File: src/core/mpb_consts.svh
// Constants for the multiprocessor bus-sharing block.
// Assumes inclusion by bare name from the core files.
`ifndef MPB_CONSTS_SVH
`define MPB_CONSTS_SVH

// ----------------------------------------
// Timing and widths
// ----------------------------------------
`define MPB_CLK_PERIOD_NS 4
`define MPB_WAIT_RETEST_CLOCKS 5
`define MPB_ESC_BITS 6

// ----------------------------------------
// Queue status encodings
// ----------------------------------------
`define MPB_QS_NONE 2'h0
`define MPB_QS_FIRST 2'h1
`define MPB_QS_EMPTY 2'h2
`define MPB_QS_SUBSEQ 2'h3

`endif

File: src/core/mpb_pkg.sv
// Types for the multiprocessor bus-sharing block.
// Assumes the constants header is compiled alongside.
package mpb_pkg;
  // Request/grant line owner states
  typedef enum logic [3:0] {
    MPB_OWN_LOCAL = 4'h1,
    MPB_OWN_HIGH = 4'h2,
    MPB_OWN_LOW = 4'h4,
    MPB_OWN_HOLD = 4'h8
  } mpb_own_e;
endpackage

File: src/core/mpb_rqgt_port.sv
// One request/grant line: decodes pulses from the borrower and drives grant.
// Assumes the line is sampled synchronously to i_mclk, active low.
`timescale 1ns/100ps
`default_nettype none
module mpb_rqgt_port (
  input wire logic i_mclk,
  input wire logic i_rst,
  input wire logic i_line_n,
  input wire logic i_grant,
  output logic o_line_n,
  output logic o_line_oe_n,
  output logic o_pulse
);
  // ----------------------------------------
  // Pulse detect and grant drive
  // ----------------------------------------
  logic prev_ff;

  // Falling edge of the sampled line is one pulse
  always_ff @(posedge i_mclk or posedge i_rst) begin
    if (i_rst) begin
      prev_ff <= 1'b1;
      o_pulse <= 1'b0;
    end else begin
      prev_ff <= i_line_n;
      o_pulse <= prev_ff & ~i_line_n & o_line_oe_n;
    end
  end

  // One-clock low grant pulse driven on the line
  always_ff @(posedge i_mclk or posedge i_rst) begin
    if (i_rst) begin
      o_line_n <= 1'b1;
      o_line_oe_n <= 1'b1;
    end else begin
      o_line_n <= ~i_grant;
      o_line_oe_n <= ~i_grant;
    end
  end
endmodule
`default_nettype wire

File: src/core/mpb_bus_share.sv
// Multiprocessor bus-sharing logic: exclusive-bus output, wait/sync,
// coprocessor handoff visibility and request/grant arbitration.
// Assumes the execution and bus units drive their status pulses on i_mclk.
//
// Notes on behaviour
// - Exclusive output rises on prefix, maximum mode.
// - Exclusive held through next instruction only.
// - Gap between two back-to-back prefixed instructions.
// - Prefixed repeated string stays exclusive throughout.
// - Prefix never touches interrupt recognition.
// - Requests during prefixed instruction wait recorded.
// - Minimum mode: no exclusive output.
// - Minimum mode: hold acknowledge waits on prefix.
// - Wait resamples sync input every five clocks.
// - Active sync input continues immediately.
// - Handoff instruction exposes six selector bits.
// - Maximum mode uses two request/grant lines.
// - Request pulse, grant pulse, bus released.
// - Bus unit disconnected while granted.
// - Execution continues until bus need or empty.
// - High line wins; low waits bus return.
// - No preemption of a low-line grant.
// - Minimum mode: finish cycle, acknowledge, hold off.
// - Exclusive during both interrupt acknowledge cycles.
`timescale 1ns/100ps
`default_nettype none
`include "mpb_consts.svh"
module mpb_bus_share #(
  parameter int RETEST_CLOCKS = `MPB_WAIT_RETEST_CLOCKS,
  parameter int ESC_BITS = `MPB_ESC_BITS
) (
  input wire logic i_mclk,
  input wire logic i_rst,
  input wire logic i_max_mode,
  input wire logic i_prefix_exec,
  input wire logic i_instr_end,
  input wire logic i_rep_active,
  input wire logic i_inta_active,
  input wire logic i_wait_exec,
  input wire logic i_sync_n,
  input wire logic i_esc_fetch,
  input wire logic [ESC_BITS-1:0] i_esc_sel,
  input wire logic [1:0] i_queue_state,
  input wire logic i_cycle_busy,
  input wire logic i_eu_needs_bus,
  input wire logic i_queue_empty,
  input wire logic i_takeover_req,
  input wire logic i_req_grant_high_prio_n,
  input wire logic i_req_grant_low_prio_n,
  output logic o_req_grant_high_prio_n,
  output logic o_req_grant_high_prio_oe_n,
  output logic o_req_grant_low_prio_n,
  output logic o_req_grant_low_prio_oe_n,
  output logic o_exclusive_n,
  output logic o_takeover_acknowledge,
  output logic o_bus_interface_unit_off,
  output logic o_execution_unit_stall,
  output logic o_wait_done,
  output logic o_coprocessor_handoff_instr,
  output logic [ESC_BITS-1:0] o_handoff_sel,
  output logic o_queue_state_bit0,
  output logic o_queue_state_bit1
);
  // ----------------------------------------
  // Local signals
  // ----------------------------------------
  mpb_pkg::mpb_own_e own_ff;
  mpb_pkg::mpb_own_e nxt_own;
  logic armed_ff;
  logic locked_ff;
  logic hi_pend_ff;
  logic lo_pend_ff;
  logic hi_pulse;
  logic lo_pulse;
  logic grant_hi;
  logic grant_lo;
  logic waiting_ff;
  logic [2:0] retest_ff;
  logic lock_busy;

  // Armed cycle counts as locked so no grant slips in before the lock lands
  assign lock_busy = armed_ff | locked_ff | i_inta_active;

  // ----------------------------------------
  // Exclusive-bus tracking
  // ----------------------------------------
  // Prefix arms; the next instruction runs locked until its end
  always_ff @(posedge i_mclk or posedge i_rst) begin
    if (i_rst) begin
      armed_ff <= 1'b0;
      locked_ff <= 1'b0;
    end else begin
      if (i_prefix_exec) begin
        armed_ff <= 1'b1;
      end else if (armed_ff) begin
        armed_ff <= 1'b0;
        locked_ff <= 1'b1;
      end else if (locked_ff && i_instr_end && !i_rep_active) begin
        locked_ff <= 1'b0;
      end
    end
  end

  // Exclusive pin only in maximum mode; drops for a clock between locks
  always_ff @(posedge i_mclk or posedge i_rst) begin
    if (i_rst) begin
      o_exclusive_n <= 1'b1;
    end else begin
      // Interrupt acknowledge cycles also lock, prefix ignores interrupts
      o_exclusive_n <= ~(i_max_mode & (armed_ff | (locked_ff & ~i_instr_end) |
                                       (locked_ff & i_rep_active) | i_inta_active));
    end
  end

  // ----------------------------------------
  // Wait / sync input
  // ----------------------------------------
  // Idle while sync inactive, retesting every few clocks
  always_ff @(posedge i_mclk or posedge i_rst) begin
    if (i_rst) begin
      waiting_ff <= 1'b0;
      retest_ff <= 3'h0;
      o_wait_done <= 1'b0;
    end else begin
      o_wait_done <= 1'b0;
      if (i_wait_exec && !waiting_ff) begin
        if (!i_sync_n) begin
          o_wait_done <= 1'b1;
        end else begin
          waiting_ff <= 1'b1;
          retest_ff <= 3'(RETEST_CLOCKS - 1);
        end
      end else if (waiting_ff) begin
        if (retest_ff != 3'h0) begin
          retest_ff <= retest_ff - 3'h1;
        end else if (!i_sync_n) begin
          waiting_ff <= 1'b0;
          o_wait_done <= 1'b1;
        end else begin
          retest_ff <= 3'(RETEST_CLOCKS - 1);
        end
      end
    end
  end

  // ----------------------------------------
  // Coprocessor handoff visibility
  // ----------------------------------------
  // Registered copy of handoff fetch, selector and queue status
  always_ff @(posedge i_mclk or posedge i_rst) begin
    if (i_rst) begin
      o_coprocessor_handoff_instr <= 1'b0;
      o_handoff_sel <= '0;
      o_queue_state_bit0 <= 1'b0;
      o_queue_state_bit1 <= 1'b0;
    end else begin
      o_coprocessor_handoff_instr <= i_esc_fetch;
      if (i_esc_fetch) begin
        o_handoff_sel <= i_esc_sel;
      end
      o_queue_state_bit0 <= i_queue_state[0];
      o_queue_state_bit1 <= i_queue_state[1];
    end
  end

  // ----------------------------------------
  // Request/grant lines
  // ----------------------------------------
  mpb_rqgt_port u_high (
    .i_mclk(i_mclk),
    .i_rst(i_rst),
    .i_line_n(i_req_grant_high_prio_n),
    .i_grant(grant_hi),
    .o_line_n(o_req_grant_high_prio_n),
    .o_line_oe_n(o_req_grant_high_prio_oe_n),
    .o_pulse(hi_pulse)
  );

  mpb_rqgt_port u_low (
    .i_mclk(i_mclk),
    .i_rst(i_rst),
    .i_line_n(i_req_grant_low_prio_n),
    .i_grant(grant_lo),
    .o_line_n(o_req_grant_low_prio_n),
    .o_line_oe_n(o_req_grant_low_prio_oe_n),
    .o_pulse(lo_pulse)
  );

  // Grant only when local, idle, not locked; high wins
  assign grant_hi = (own_ff == mpb_pkg::MPB_OWN_LOCAL) & i_max_mode & hi_pend_ff &
                    ~lock_busy & ~i_cycle_busy;
  assign grant_lo = (own_ff == mpb_pkg::MPB_OWN_LOCAL) & i_max_mode & lo_pend_ff &
                    ~hi_pend_ff & ~lock_busy & ~i_cycle_busy;

  // Requests recorded; set wins over clear on the same line
  always_ff @(posedge i_mclk or posedge i_rst) begin
    if (i_rst) begin
      hi_pend_ff <= 1'b0;
      lo_pend_ff <= 1'b0;
    end else begin
      if (own_ff == mpb_pkg::MPB_OWN_LOCAL && hi_pulse) begin
        hi_pend_ff <= 1'b1;
      end else if (own_ff == mpb_pkg::MPB_OWN_LOW && hi_pulse) begin
        hi_pend_ff <= 1'b1;
      end else if (grant_hi) begin
        hi_pend_ff <= 1'b0;
      end
      if (own_ff != mpb_pkg::MPB_OWN_LOW && lo_pulse) begin
        lo_pend_ff <= 1'b1;
      end else if (grant_lo) begin
        lo_pend_ff <= 1'b0;
      end
    end
  end

  // Owner state selection
  always_comb begin
    nxt_own = own_ff;
    unique case (own_ff)
      mpb_pkg::MPB_OWN_LOCAL: begin
        if (grant_hi) begin
          nxt_own = mpb_pkg::MPB_OWN_HIGH;
        end else if (grant_lo) begin
          nxt_own = mpb_pkg::MPB_OWN_LOW;
        end else if (!i_max_mode && i_takeover_req && !lock_busy && !i_cycle_busy) begin
          nxt_own = mpb_pkg::MPB_OWN_HOLD;
        end
      end
      mpb_pkg::MPB_OWN_HIGH: begin
        if (hi_pulse) begin
          nxt_own = mpb_pkg::MPB_OWN_LOCAL;
        end
      end
      mpb_pkg::MPB_OWN_LOW: begin
        if (lo_pulse) begin
          nxt_own = mpb_pkg::MPB_OWN_LOCAL;
        end
      end
      mpb_pkg::MPB_OWN_HOLD: begin
        if (!i_takeover_req) begin
          nxt_own = mpb_pkg::MPB_OWN_LOCAL;
        end
      end
      default: begin
        nxt_own = mpb_pkg::MPB_OWN_LOCAL;
      end
    endcase
  end

  always_ff @(posedge i_mclk or posedge i_rst) begin
    if (i_rst) begin
      own_ff <= mpb_pkg::MPB_OWN_LOCAL;
    end else begin
      own_ff <= nxt_own;
    end
  end

  // ----------------------------------------
  // Bus release status
  // ----------------------------------------
  // Disconnect while away; stall execution on bus need or empty queue
  always_ff @(posedge i_mclk or posedge i_rst) begin
    if (i_rst) begin
      o_takeover_acknowledge <= 1'b0;
      o_bus_interface_unit_off <= 1'b0;
      o_execution_unit_stall <= 1'b0;
    end else begin
      o_takeover_acknowledge <= (nxt_own == mpb_pkg::MPB_OWN_HOLD);
      o_bus_interface_unit_off <= (nxt_own != mpb_pkg::MPB_OWN_LOCAL);
      o_execution_unit_stall <= (nxt_own != mpb_pkg::MPB_OWN_LOCAL) &
                                (i_eu_needs_bus | i_queue_empty);
    end
  end
endmodule
`default_nettype wire

File: config.mk
export PLATFORM = sky130hd
export DESIGN_NAME = mpb_bus_share
export DESIGN_NICKNAME = d
export VERILOG_FILES = /design/src/core/mpb_pkg.sv /design/src/core/mpb_rqgt_port.sv /design/src/core/mpb_bus_share.sv
export VERILOG_INCLUDE_DIRS = /design/src /design/src/core
export SDC_FILE = /design/constraint.sdc
export NUM_CORES = 1
export LEC_CHECK = 0
export ABC_AREA = 1
export BUFFER_PORTS_ARGS = -buffer_cell sky130_fd_sc_hd__buf_2
export CAP_MARGIN = 15
export CORE_MARGIN = 2
export CORE_UTILIZATION = 40
export DETAILED_ROUTE_END_ITERATION = 6
export GPL_TIMING_DRIVEN = 0
export HOLD_SLACK_MARGIN = 0.15
export PLACE_DENSITY = 0.68
export SYNTH_ARGS = -nofsm -noshare
export SYNTH_HDL_FRONTEND = slang
export SYNTH_SLANG_ARGS = --single-unit
export TNS_END_PERCENT = 1
File: constraint.sdc
create_clock -name i_mclk -period 1.08 [get_ports i_mclk]
set_input_delay 0.054 -clock i_mclk [delete_from_list [all_inputs] [get_ports i_mclk]]
set_output_delay 0.054 -clock i_mclk [all_outputs]
set_load 0.02 [all_outputs]
==> results of run 1 <==
-- Yosys cell counts --
library cell / n
xnor2_1: 1
nand2_1: 16
inv_2: 1
a22o_1: 1
mux2_2: 6
nand4_1: 3
nand3_1: 6
buf_4: 2
nand3_2: 1
o21ai_1: 1
nand2_2: 1
a21oi_1: 2
o22ai_1: 1
ha_1: 2
clkbuf_1: 1
inv_1: 16
nor2_1: 13
a211o_1: 1
nor2_2: 5
o21ai_0: 11
dfstp_2: 6
dfrtp_1: 26
-- metal layers --
layer	GRT usage, %	vias up
li1	-	532
met1	17.9	540
met2	30.7	36
met3	5.33	8
met4	10.2	0
met5	0	-
-- timing repair --
action                                  4_1_cts  5_1_grt
pin swaps                                     1        1
hold buffers                                 20        1
resized for setup                            18        8
hold endpoints to repair                     53       14
endpoints found under the setup margin       21       21
-- metrics by stage --
| step | area [um2] | setup TNS (ns) | setup slack, ns |
|---|---|---|---|
| after floorplan | 1290 | -0.454 | -0.0765 |
| after global placement | 1550 | -3.07 | -0.174 |
| after detailed placement | 1550 | -4.69 | -0.250 |
| after CTS | 1860 | -1.62 | -0.181 |
| after global routing | 1930 | -3.18 | -0.292 |
| final | 1930 | -2.03 | -0.220 |
-- report_power, final --
| group | switching (uW) | internal, uW | total (uW) | leakage (uW) |
|---|---|---|---|---|
| clock | 443 | 310 | 752 | 0.0000380 |
| combinational | 681 | 463 | 1140 | 0.000545 |
| sequential | 155 | 1430 | 1590 | 0.000375 |
-- area by class of cell --
cell class | instances | area [um2]
plain buffers | 3 | 18.8
clock inverters | 2 | 10.0
inverters | 17 | 63.8
clock buffers | 6 | 51.3
multi-input cells | 71 | 448
well taps | 44 | 55.1
repair buffers | 63 | 470
flip-flops and latches | 32 | 808
fillers | 276 | 1130
-- worst max-delay path: cells and delay by family, from the launching register on --
family          cells  cell delay, ns
compound gates      1            0.19
buf+inv             2            0.14
flops               1            0.58
simple gates        3            0.29
-- worst max path at each step --
| stage | depth (start not counted) | slack [ns] | to |
|---|---|---|---|
| after floorplan | 6 | -0.08 | hi_pend_ff |
| after detailed placement | 6 | -0.25 | retest_ff[2] |
| after global placement | 6 | -0.17 | hi_pend_ff |
| after CTS | 8 | -0.18 | o_execution_unit_stall |
| after global routing | 7 | -0.29 | o_execution_unit_stall |
| final | 6 | -0.22 | hi_pend_ff |
-- logic make-up (layout without fill, tap and decap cells) --
family          count (synthesis)  count (layout)  share of synthesized area, %
mux                             6               6                          5.23
buf+inv                        20              91                          6.39
flops                          32              32                          62.6
compound gates                 17              17                          7.27
simple gates                   45              45                          15.9
fa+ha+maj                       2               2                          1.94
xor+xnor                        1               1                         0.678
==> impl_metrics.yaml, run 1 <==
run_status:
  status: "finished with violations"
  violations: "setup timing"
timing:
  hold_viol_final: 0
  final.period_utilization_pct: 120
  min_period_ns: 1.30
  worst_pin_slew_ns: 0.657
  hold_slack_ns: 0.00375
  slew_violations: 0
  max_freq_mhz: 769
  relSlewSlack_pct: 56.2
  setup_violations: 17
  setup_ws_ns: -0.220
  finClkSkew_ns: 0.0175
  rsz0062_at_grt: "true"
final_layout:
  area_growth_syn_to_layout_pct: 49.1
  biggestRegsByFlops: "o_handoff_sel: 6 flops, own_ff: 4 flops, retest_ff: 3 flops"
  final_common_cell: "buf_2"
  utilization_pct: 63.1
  layout.cells.non_filler: 238
  diodes: 0
  top_register: "o_handoff_sel"
  final_nets: 219
  largest_register_ffs: 6
  drive_gt1_share_pct: 42.8
  final_cell_mix: "buf_2, dfrtp_1, dlygate4sd3_1"
yosys:
  synthCells: 123
  yosysWarnings: 0
  synth.distinct_cells: 22
  ys_ff_latch: 32
  syn_area_um2: 1290
  ys_seq_area_share_pct: 62.6
  syn-num-nets: 149
  synth_top_cells_by_area: "dfrtp_1, dfstp_2, mux2_2, inv_1, nand2_1"
  synth_top_area_share_pct: 50.4
  avgSynthCellArea_um2: 10.5
  yosysTopAreaCell: "dfrtp_1"
floorplanning:
  die_area_um2: 3700
  io_pins: 42
  initial_core_util_pct: 42.3
  die_width_um: 60.8
  fp-row-count: 20
  die_y_um: 60.8
  coreArea_um2: 3050
global_route:
  grt_pass1_wl_um: 4600
  antenna_found_initial: 0
  grt_pass1_vias: 1143
  grt_overflow: 0
  grt_max_degree: 33
  grtUsageTotal_pct: 17.3
clock_network:
  cts_htree_levels: 2
  clk_latency_ns: 0.35
  clkTransAtPathRegs_ns: 0.11
  cts_setup_buffers: 0
  numCtsBuffers: 5
  cts_max_path_buffers: 2
  root_buffer: "clkbuf_4"
  clkSinkCount: 32
  tritoncts: "built"
worst_setup_path:
  critPathMaxStageDelay_ns: 0.58
  critical_path.startpoint_type: "flip-flop"
  crit_required_ns: 1.32
  crit_path_end_kind: "flip-flop"
  worst_r2r_endpoint: "hi_pend_ff"
  path_cells: "inv_2 -> nor2_4 -> nand3_2 -> inv_2 -> nand2_2 -> a22o_1"
  crit_path_max_fanout: 3
  cpMostUsedCell: "inv_2"
  crit_path_top_delay_cell: "dfstp_2"
  worstSetupStartpoint: "own_ff[0]"
  r2r_cells: 6
  r2r-start: "own_ff[0]"
  r2r_slack_ns: -0.22
  critPathArrivalTime_ns: 1.54
  critical_path_class: "flip-flop to flip-flop"
route:
  totalWireLength_um: 3020
  ant_nets: 0
  drc: 0
  drtIter0Drc: 21
  vias: 1116
  route.met2.wl_um: 1620
  wl_met3_um: 165
  drtPass1Iterations: 6
  highest_layer: "met4"
  viasPerCell: 4.69
  wire_per_inst_um: 12.7
  drt-met1-wl_um: 1180
worst_hold_path:
  min_to: "o_exclusive_n"
  min-delay-start: "i_inta_active"
  whs_path_depth: 4
  holdCritPathClass: "input port to flip-flop"
place:
  placedCellCount: 208
  place.gp.congestion: 0.768
  io_buffers: 41
  hpwl_um: 1810
power_and_ir_drop:
  p_total_uw: 3480
  peakVddDrop_uv: 1300
  p_per_area_nw_per_um2: 1810
  leakagePower_uw: 0.000957
flow_run:
  cap_violations: 0
Note: power is estimated with default switching activity, not from simulation.
==> run 2: changes to the inputs <==
--- a/config.mk
+++ b/config.mk
@@ -14,7 +14,7 @@
 export DETAILED_ROUTE_END_ITERATION = 6
 export GPL_TIMING_DRIVEN = 0
 export HOLD_SLACK_MARGIN = 0.15
-export PLACE_DENSITY = 0.68
+export PLACE_DENSITY = 0.65
 export SYNTH_ARGS = -nofsm -noshare
 export SYNTH_HDL_FRONTEND = slang
 export SYNTH_SLANG_ARGS = --single-unit
==> constraint.sdc (replaced) <==
create_clock -name i_mclk -period 1.5 [get_ports i_mclk]
set_input_delay 0.075 -clock i_mclk [delete_from_list [all_inputs] [get_ports i_mclk]]
set_output_delay 0.075 -clock i_mclk [all_outputs]
set_load 0.02 [all_outputs]
==> run 2 against run 1 <==
Effect of this change:
- the run now ends clean
- worst setup slack better by 0.30 ns
- utilization decreased by 0.70 points
- maximum frequency decreased by 8.7%
- cell count grew 0.84%
- sequential cell count unchanged
- via count is 1.6% lower
- clock skew down 0.0053 ns
- critical endpoint is now locked_ff
- largest cell class unchanged
==> impl_metrics.yaml, run 2 (same netlist as run 1, synthesis figures left out) <==
clock_network:
  cts_setup_buffers: 0
  tritoncts: "built"
  cts_htree_levels: 2
  clk_latency_ns: 0.33
  cts_max_path_buffers: 2
  root_buffer: "clkbuf_4"
  clkSinkCount: 32
  cts_resized: 0
  numCtsBuffers: 5
  clkTransAtPathRegs_ns: 0.11
  postCtsHoldBufs: 23
power_and_ir_drop:
  peakVddDrop_uv: 755
  p_per_area_nw_per_um2: 1360
  leakagePower_uw: 0.000958
  p_total_uw: 2580
floorplanning:
  die_y_um: 60.8
  die_width_um: 60.8
  coreArea_um2: 3050
  io_pins: 42
  fp-row-count: 20
  die_area_um2: 3700
  initial_core_util_pct: 42.3
route:
  drtIter0Drc: 55
  drtPass1Iterations: 4
  totalWireLength_um: 2750
  ant_nets: 0
  viasPerCell: 4.58
  wire_per_inst_um: 11.5
  vias: 1098
  drc: 0
final_layout:
  biggestRegsByFlops: "o_handoff_sel: 6 flops, own_ff: 4 flops, retest_ff: 3 flops"
  top_register: "o_handoff_sel"
  drive_gt1_share_pct: 36.7
  diodes: 0
  final_common_cell: "buf_2"
  n_fill_cell: 256
  area_growth_syn_to_layout_pct: 47.5
  final_cell_mix: "buf_2, dfrtp_1, dlygate4sd3_1"
  largest_register_ffs: 6
  final_nets: 221
timing:
  rsz0062_at_grt: "false"
  finClkSkew_ns: 0.0123
  slew_violations: 0
  setup_violations: 0
  hold_viol_final: 0
  relSlewSlack_pct: 59.9
  min_period_ns: 1.42
  max_freq_mhz: 703
  setup_tns_ns: 0
  worst_pin_slew_ns: 0.601
  final.period_utilization_pct: 94.9
place:
  place.gp.congestion: 0.720
  io_buffers: 41
  hpwl_um: 1840
global_route:
  grtUsageTotal_pct: 17.5
  grt_overflow: 0
  antenna_found_initial: 0
  grt_pass1_vias: 1088
  grt_pass1_wl_um: 4520
  grt_max_degree: 20
worst_setup_path:
  critPathMaxStageDelay_ns: 0.56
  path_cells: "inv_1 -> a21oi_1 -> dlygate4sd3_1 -> a211o_1"
  critical_path_class: "flip-flop to flip-flop"
  critical_path.startpoint_type: "flip-flop"
  crit_path_max_fanout: 3
  crit_path_top_delay_cell: "dlygate4sd3_1"
  crit_buf_inv: 2
  crit_path_end_kind: "flip-flop"
  critical_path_depth: 4
  critPathArrivalTime_ns: 1.66
  r2r_cells: 4
  path_delay_family: "buffers and inverters"
  crit_required_ns: 1.73
worst_hold_path:
  whs_path_depth: 5
  holdCritPathClass: "input port to flip-flop"
flow_run:
  cap_violations: 0
run_status:
  status: "completed"
## run 2: cell types whose count changed in the layout (fill, tap and decap cells not counted), moves of 3 or more
| cell | previous run | this run |
|---|---|---|
| buf_2 | 36 | 41 |
| buf_6 | 4 | 0 |
| inv_1 | 13 | 16 |
| inv_2 | 4 | 1 |
| nand2_1 | 13 | 16 |
| nand2_2 | 4 | 1 |
| nor2_4 | 3 | 0 |
| o21ai_0 | 8 | 11 |
## run 2: path summary, 6_finish.rpt
kind	start	end	slack, ns
hold reg to reg	u_low.prev_ff	u_low.o_pulse	0.48
setup / recovery	locked_ff	locked_ff	0.08
hold / removal	i_inta_active	u_high.o_line_n	0.19
setup reg to reg	locked_ff	locked_ff	0.08
min in group asynchronous	i_rst	o_wait_done	0.35
max in group asynchronous	i_rst	u_low.prev_ff	0.57
## run 2: layer usage
| metal | routed length [um] | global-route usage [%] | up-vias |
|---|---|---|---|
| li1 | - | - | 537 |
| met1 | 1110 | 17.8 | 522 |
| met2 | 1470 | 32.4 | 32 |
| met3 | 138 | 6.61 | 7 |
| met4 | 38 | 6.21 | 0 |
| met5 | 0 | 0 | - |
## run 2: cell type report
cell class | instances | area, um2 | share of cell area [%]
repair buffers | 65 | 463 | 24.3
clock inverters | 1 | 30.0 | 1.58
plain buffers | 3 | 18.8 | 0.986
clock buffers | 7 | 65.1 | 3.42
inverters | 17 | 63.8 | 3.35
well taps | 44 | 55.1 | 2.89
multi-input cells | 71 | 400 | 21.0
flip-flops and latches | 32 | 808 | 42.4
## run 2: worst register-to-register path, delay by kind of cell (launching register included)
family / cells / cell delay [ns]
AOI/OAI and AO/OA: 2 / 0.27
buffers and inverters: 2 / 0.64
DFF: 1 / 0.42
## run 2: report_power, final
| part | leakage, uW | switching (uW) | internal, uW |
|---|---|---|---|
| registers | 0.000375 | 84.4 | 1030 |
| clock network | 0.0000515 | 296 | 442 |
| logic | 0.000531 | 435 | 295 |
| total | 0.000958 | 816 | 1770 |
## run 2: metrics by stage
stage               instance area [um2]  setup WS (ns)  hold slack, ns  cells  utilization (%)
finish                             1900         0.0766           0.192    240             62.4
global route                       1900        0.00737           0.217    240             62.4
CTS                                1900         0.0770           0.170    240             62.4
detailed placement                 1580          0.165           0.176    209             51.7
global placement                   1550          0.219           0.184    208             50.8
floorplan                          1290          0.321          0.0795    123                -
==> run 3: changes to the inputs <==
--- a/config.mk
+++ b/config.mk
@@ -15,6 +15,7 @@
 export GPL_TIMING_DRIVEN = 0
 export HOLD_SLACK_MARGIN = 0.15
 export PLACE_DENSITY = 0.65
+export RECOVER_POWER = 100
 export SYNTH_ARGS = -nofsm -noshare
 export SYNTH_HDL_FRONTEND = slang
 export SYNTH_SLANG_ARGS = --single-unit
==> run 3 against run 2 <==
Effect of this change:
- critical path depth stayed put
- clock power about the same
- critical path type unchanged
- first-iteration DRC count fell by 3.6%
- sequential share of layout area rose by 1.2 points
- clock-buffer cell count did not move
==> impl_metrics.yaml, run 3 (same netlist as run 1, synthesis figures left out) <==
run_status:
  status: "completed"
timing:
  slew_violations: 0
  setup_tns_ns: 0
  finClkSkew_ns: 0.0121
  max_freq_mhz: 703
  worst_pin_slew_ns: 0.508
  final.period_utilization_pct: 94.9
  min_period_ns: 1.42
  setup_violations: 0
  relSlewSlack_pct: 66.1
  hold_viol_final: 0
  rsz0062_at_grt: "false"
floorplanning:
  die_y_um: 60.8
  initial_core_util_pct: 42.3
  die_area_um2: 3700
  coreArea_um2: 3050
  io_pins: 42
  fp-row-count: 20
  die_width_um: 60.8
final_layout:
  final_nets: 221
  area_growth_syn_to_layout_pct: 43.5
  top_register: "o_handoff_sel"
  diodes: 0
  biggestRegsByFlops: "o_handoff_sel: 6 flops, own_ff: 4 flops, retest_ff: 3 flops"
  final_cell_mix: "dfrtp_1, dlygate4sd3_1, clkbuf_1"
  final_common_cell: "dfrtp_1"
  largest_register_ffs: 6
  drive_gt1_share_pct: 24.0
worst_setup_path:
  critPathArrivalTime_ns: 1.66
  crit_path_max_fanout: 3
  crit_required_ns: 1.73
  crit_path_end_kind: "flip-flop"
  critical_path.startpoint_type: "flip-flop"
  critical_path_class: "flip-flop to flip-flop"
power_and_ir_drop:
  swShare_pct: 32.0
  leakagePower_uw: 0.000889
  p_int_uw: 1740
  p_seq_share_pct: 43.5
  peakVddDrop_uv: 755
  p_sw_uw: 817
  p_total_uw: 2550
  p_per_area_nw_per_um2: 1380
  comb_power_share_pct: 27.5
  pwr-share-clk_pct: 29.0
route:
  drc: 0
  drtPass1Iterations: 4
  totalWireLength_um: 2740
  viasPerCell: 4.56
  drtIter0Drc: 53
  wire_per_inst_um: 11.4
  vias: 1095
  ant_nets: 0
clock_network:
  root_buffer: "clkbuf_4"
  numCtsBuffers: 5
  cts_max_path_buffers: 2
  cts_htree_levels: 2
  tritoncts: "built"
  clkTransAtPathRegs_ns: 0.11
  clkSinkCount: 32
  clk_latency_ns: 0.33
place:
  place.gp.congestion: 0.720
  io_buffers: 41
  hpwl_um: 1840
global_route:
  grt_pass1_wl_um: 4520
  antenna_found_initial: 0
  grt_pass1_vias: 1088
  grt_overflow: 0
  grt_max_degree: 20
  grtUsageTotal_pct: 17.5
worst_hold_path:
  holdCritPathClass: "input port to flip-flop"
flow_run:
  cap_violations: 0
run 3: worst max-delay path, stage by stage (launching register included):
cell and delay, ns:
dfrtp_1 0.42, inv_1 0.08, a21oi_1 0.05, dlygate4sd3_1 0.56, a211o_1 0.22
run 3: final cells by class:
class,instances,area [um2]
clock buffer,7,65.1
sequential,32,808
inverter,17,63.8
multi-input combinational,71,398
fill,270,1200
tap,44,55.1
clock inverter,1,30.0
timing repair buffer,65,414
buffer,3,18.8
run 3: repair_timing:
action	in CTS	in global routing
gates resized for setup	0	0
endpoints found under the hold margin	34	0
setup buffers	0	0
hold buffers	23	0
run 3: layer usage:
metal | wire length [um] | global-route usage, % | vias up
met4 | 38 | 6.21 | 0
li1 | - | - | 536
met3 | 142 | 6.61 | 7
met5 | 0 | 0 | -
met2 | 1470 | 32.4 | 33
met1 | 1080 | 17.8 | 519
run 3: power by group through the flow:
stage / combinational (uW) / sequential (uW) / clock, uW
after global placement: 634 / 1120 / 0
after detailed placement: 679 / 1130 / 0
after floorplan: 402 / 1200 / 0
after global routing: 787 / 1130 / 799
final: 702 / 1110 / 740
after CTS: 733 / 1120 / 766
run 3: final timing paths:
| kind | end | slack, ns | cells after the start | start |
|---|---|---|---|---|
| max reg2reg | locked_ff | 0.08 | 4 | locked_ff |
| min reg2reg | u_low.o_pulse | 0.48 | 2 | u_low.prev_ff |
| min | u_high.o_line_n | 0.19 | 5 | i_inta_active |
| max | locked_ff | 0.08 | 4 | locked_ff |
| min in group asynchronous | o_wait_done | 0.31 | 3 | i_rst |
| max in group asynchronous | u_low.prev_ff | 0.33 | 4 | i_rst |
run 3: stage by stage:
stage / hold slack (ns) / std cells / setup slack [ns] / utilization, % / cell area (um2)
finish: 0.191 / 240 / 0.0767 / 60.7 / 1850
global route: 0.220 / 240 / 0.00734 / 60.7 / 1850
CTS: 0.170 / 240 / 0.0770 / 62.4 / 1900
detailed placement: 0.176 / 209 / 0.165 / 51.7 / 1580
global placement: 0.184 / 208 / 0.219 / 50.8 / 1550
floorplan: 0.0795 / 123 / 0.321 / - / 1290
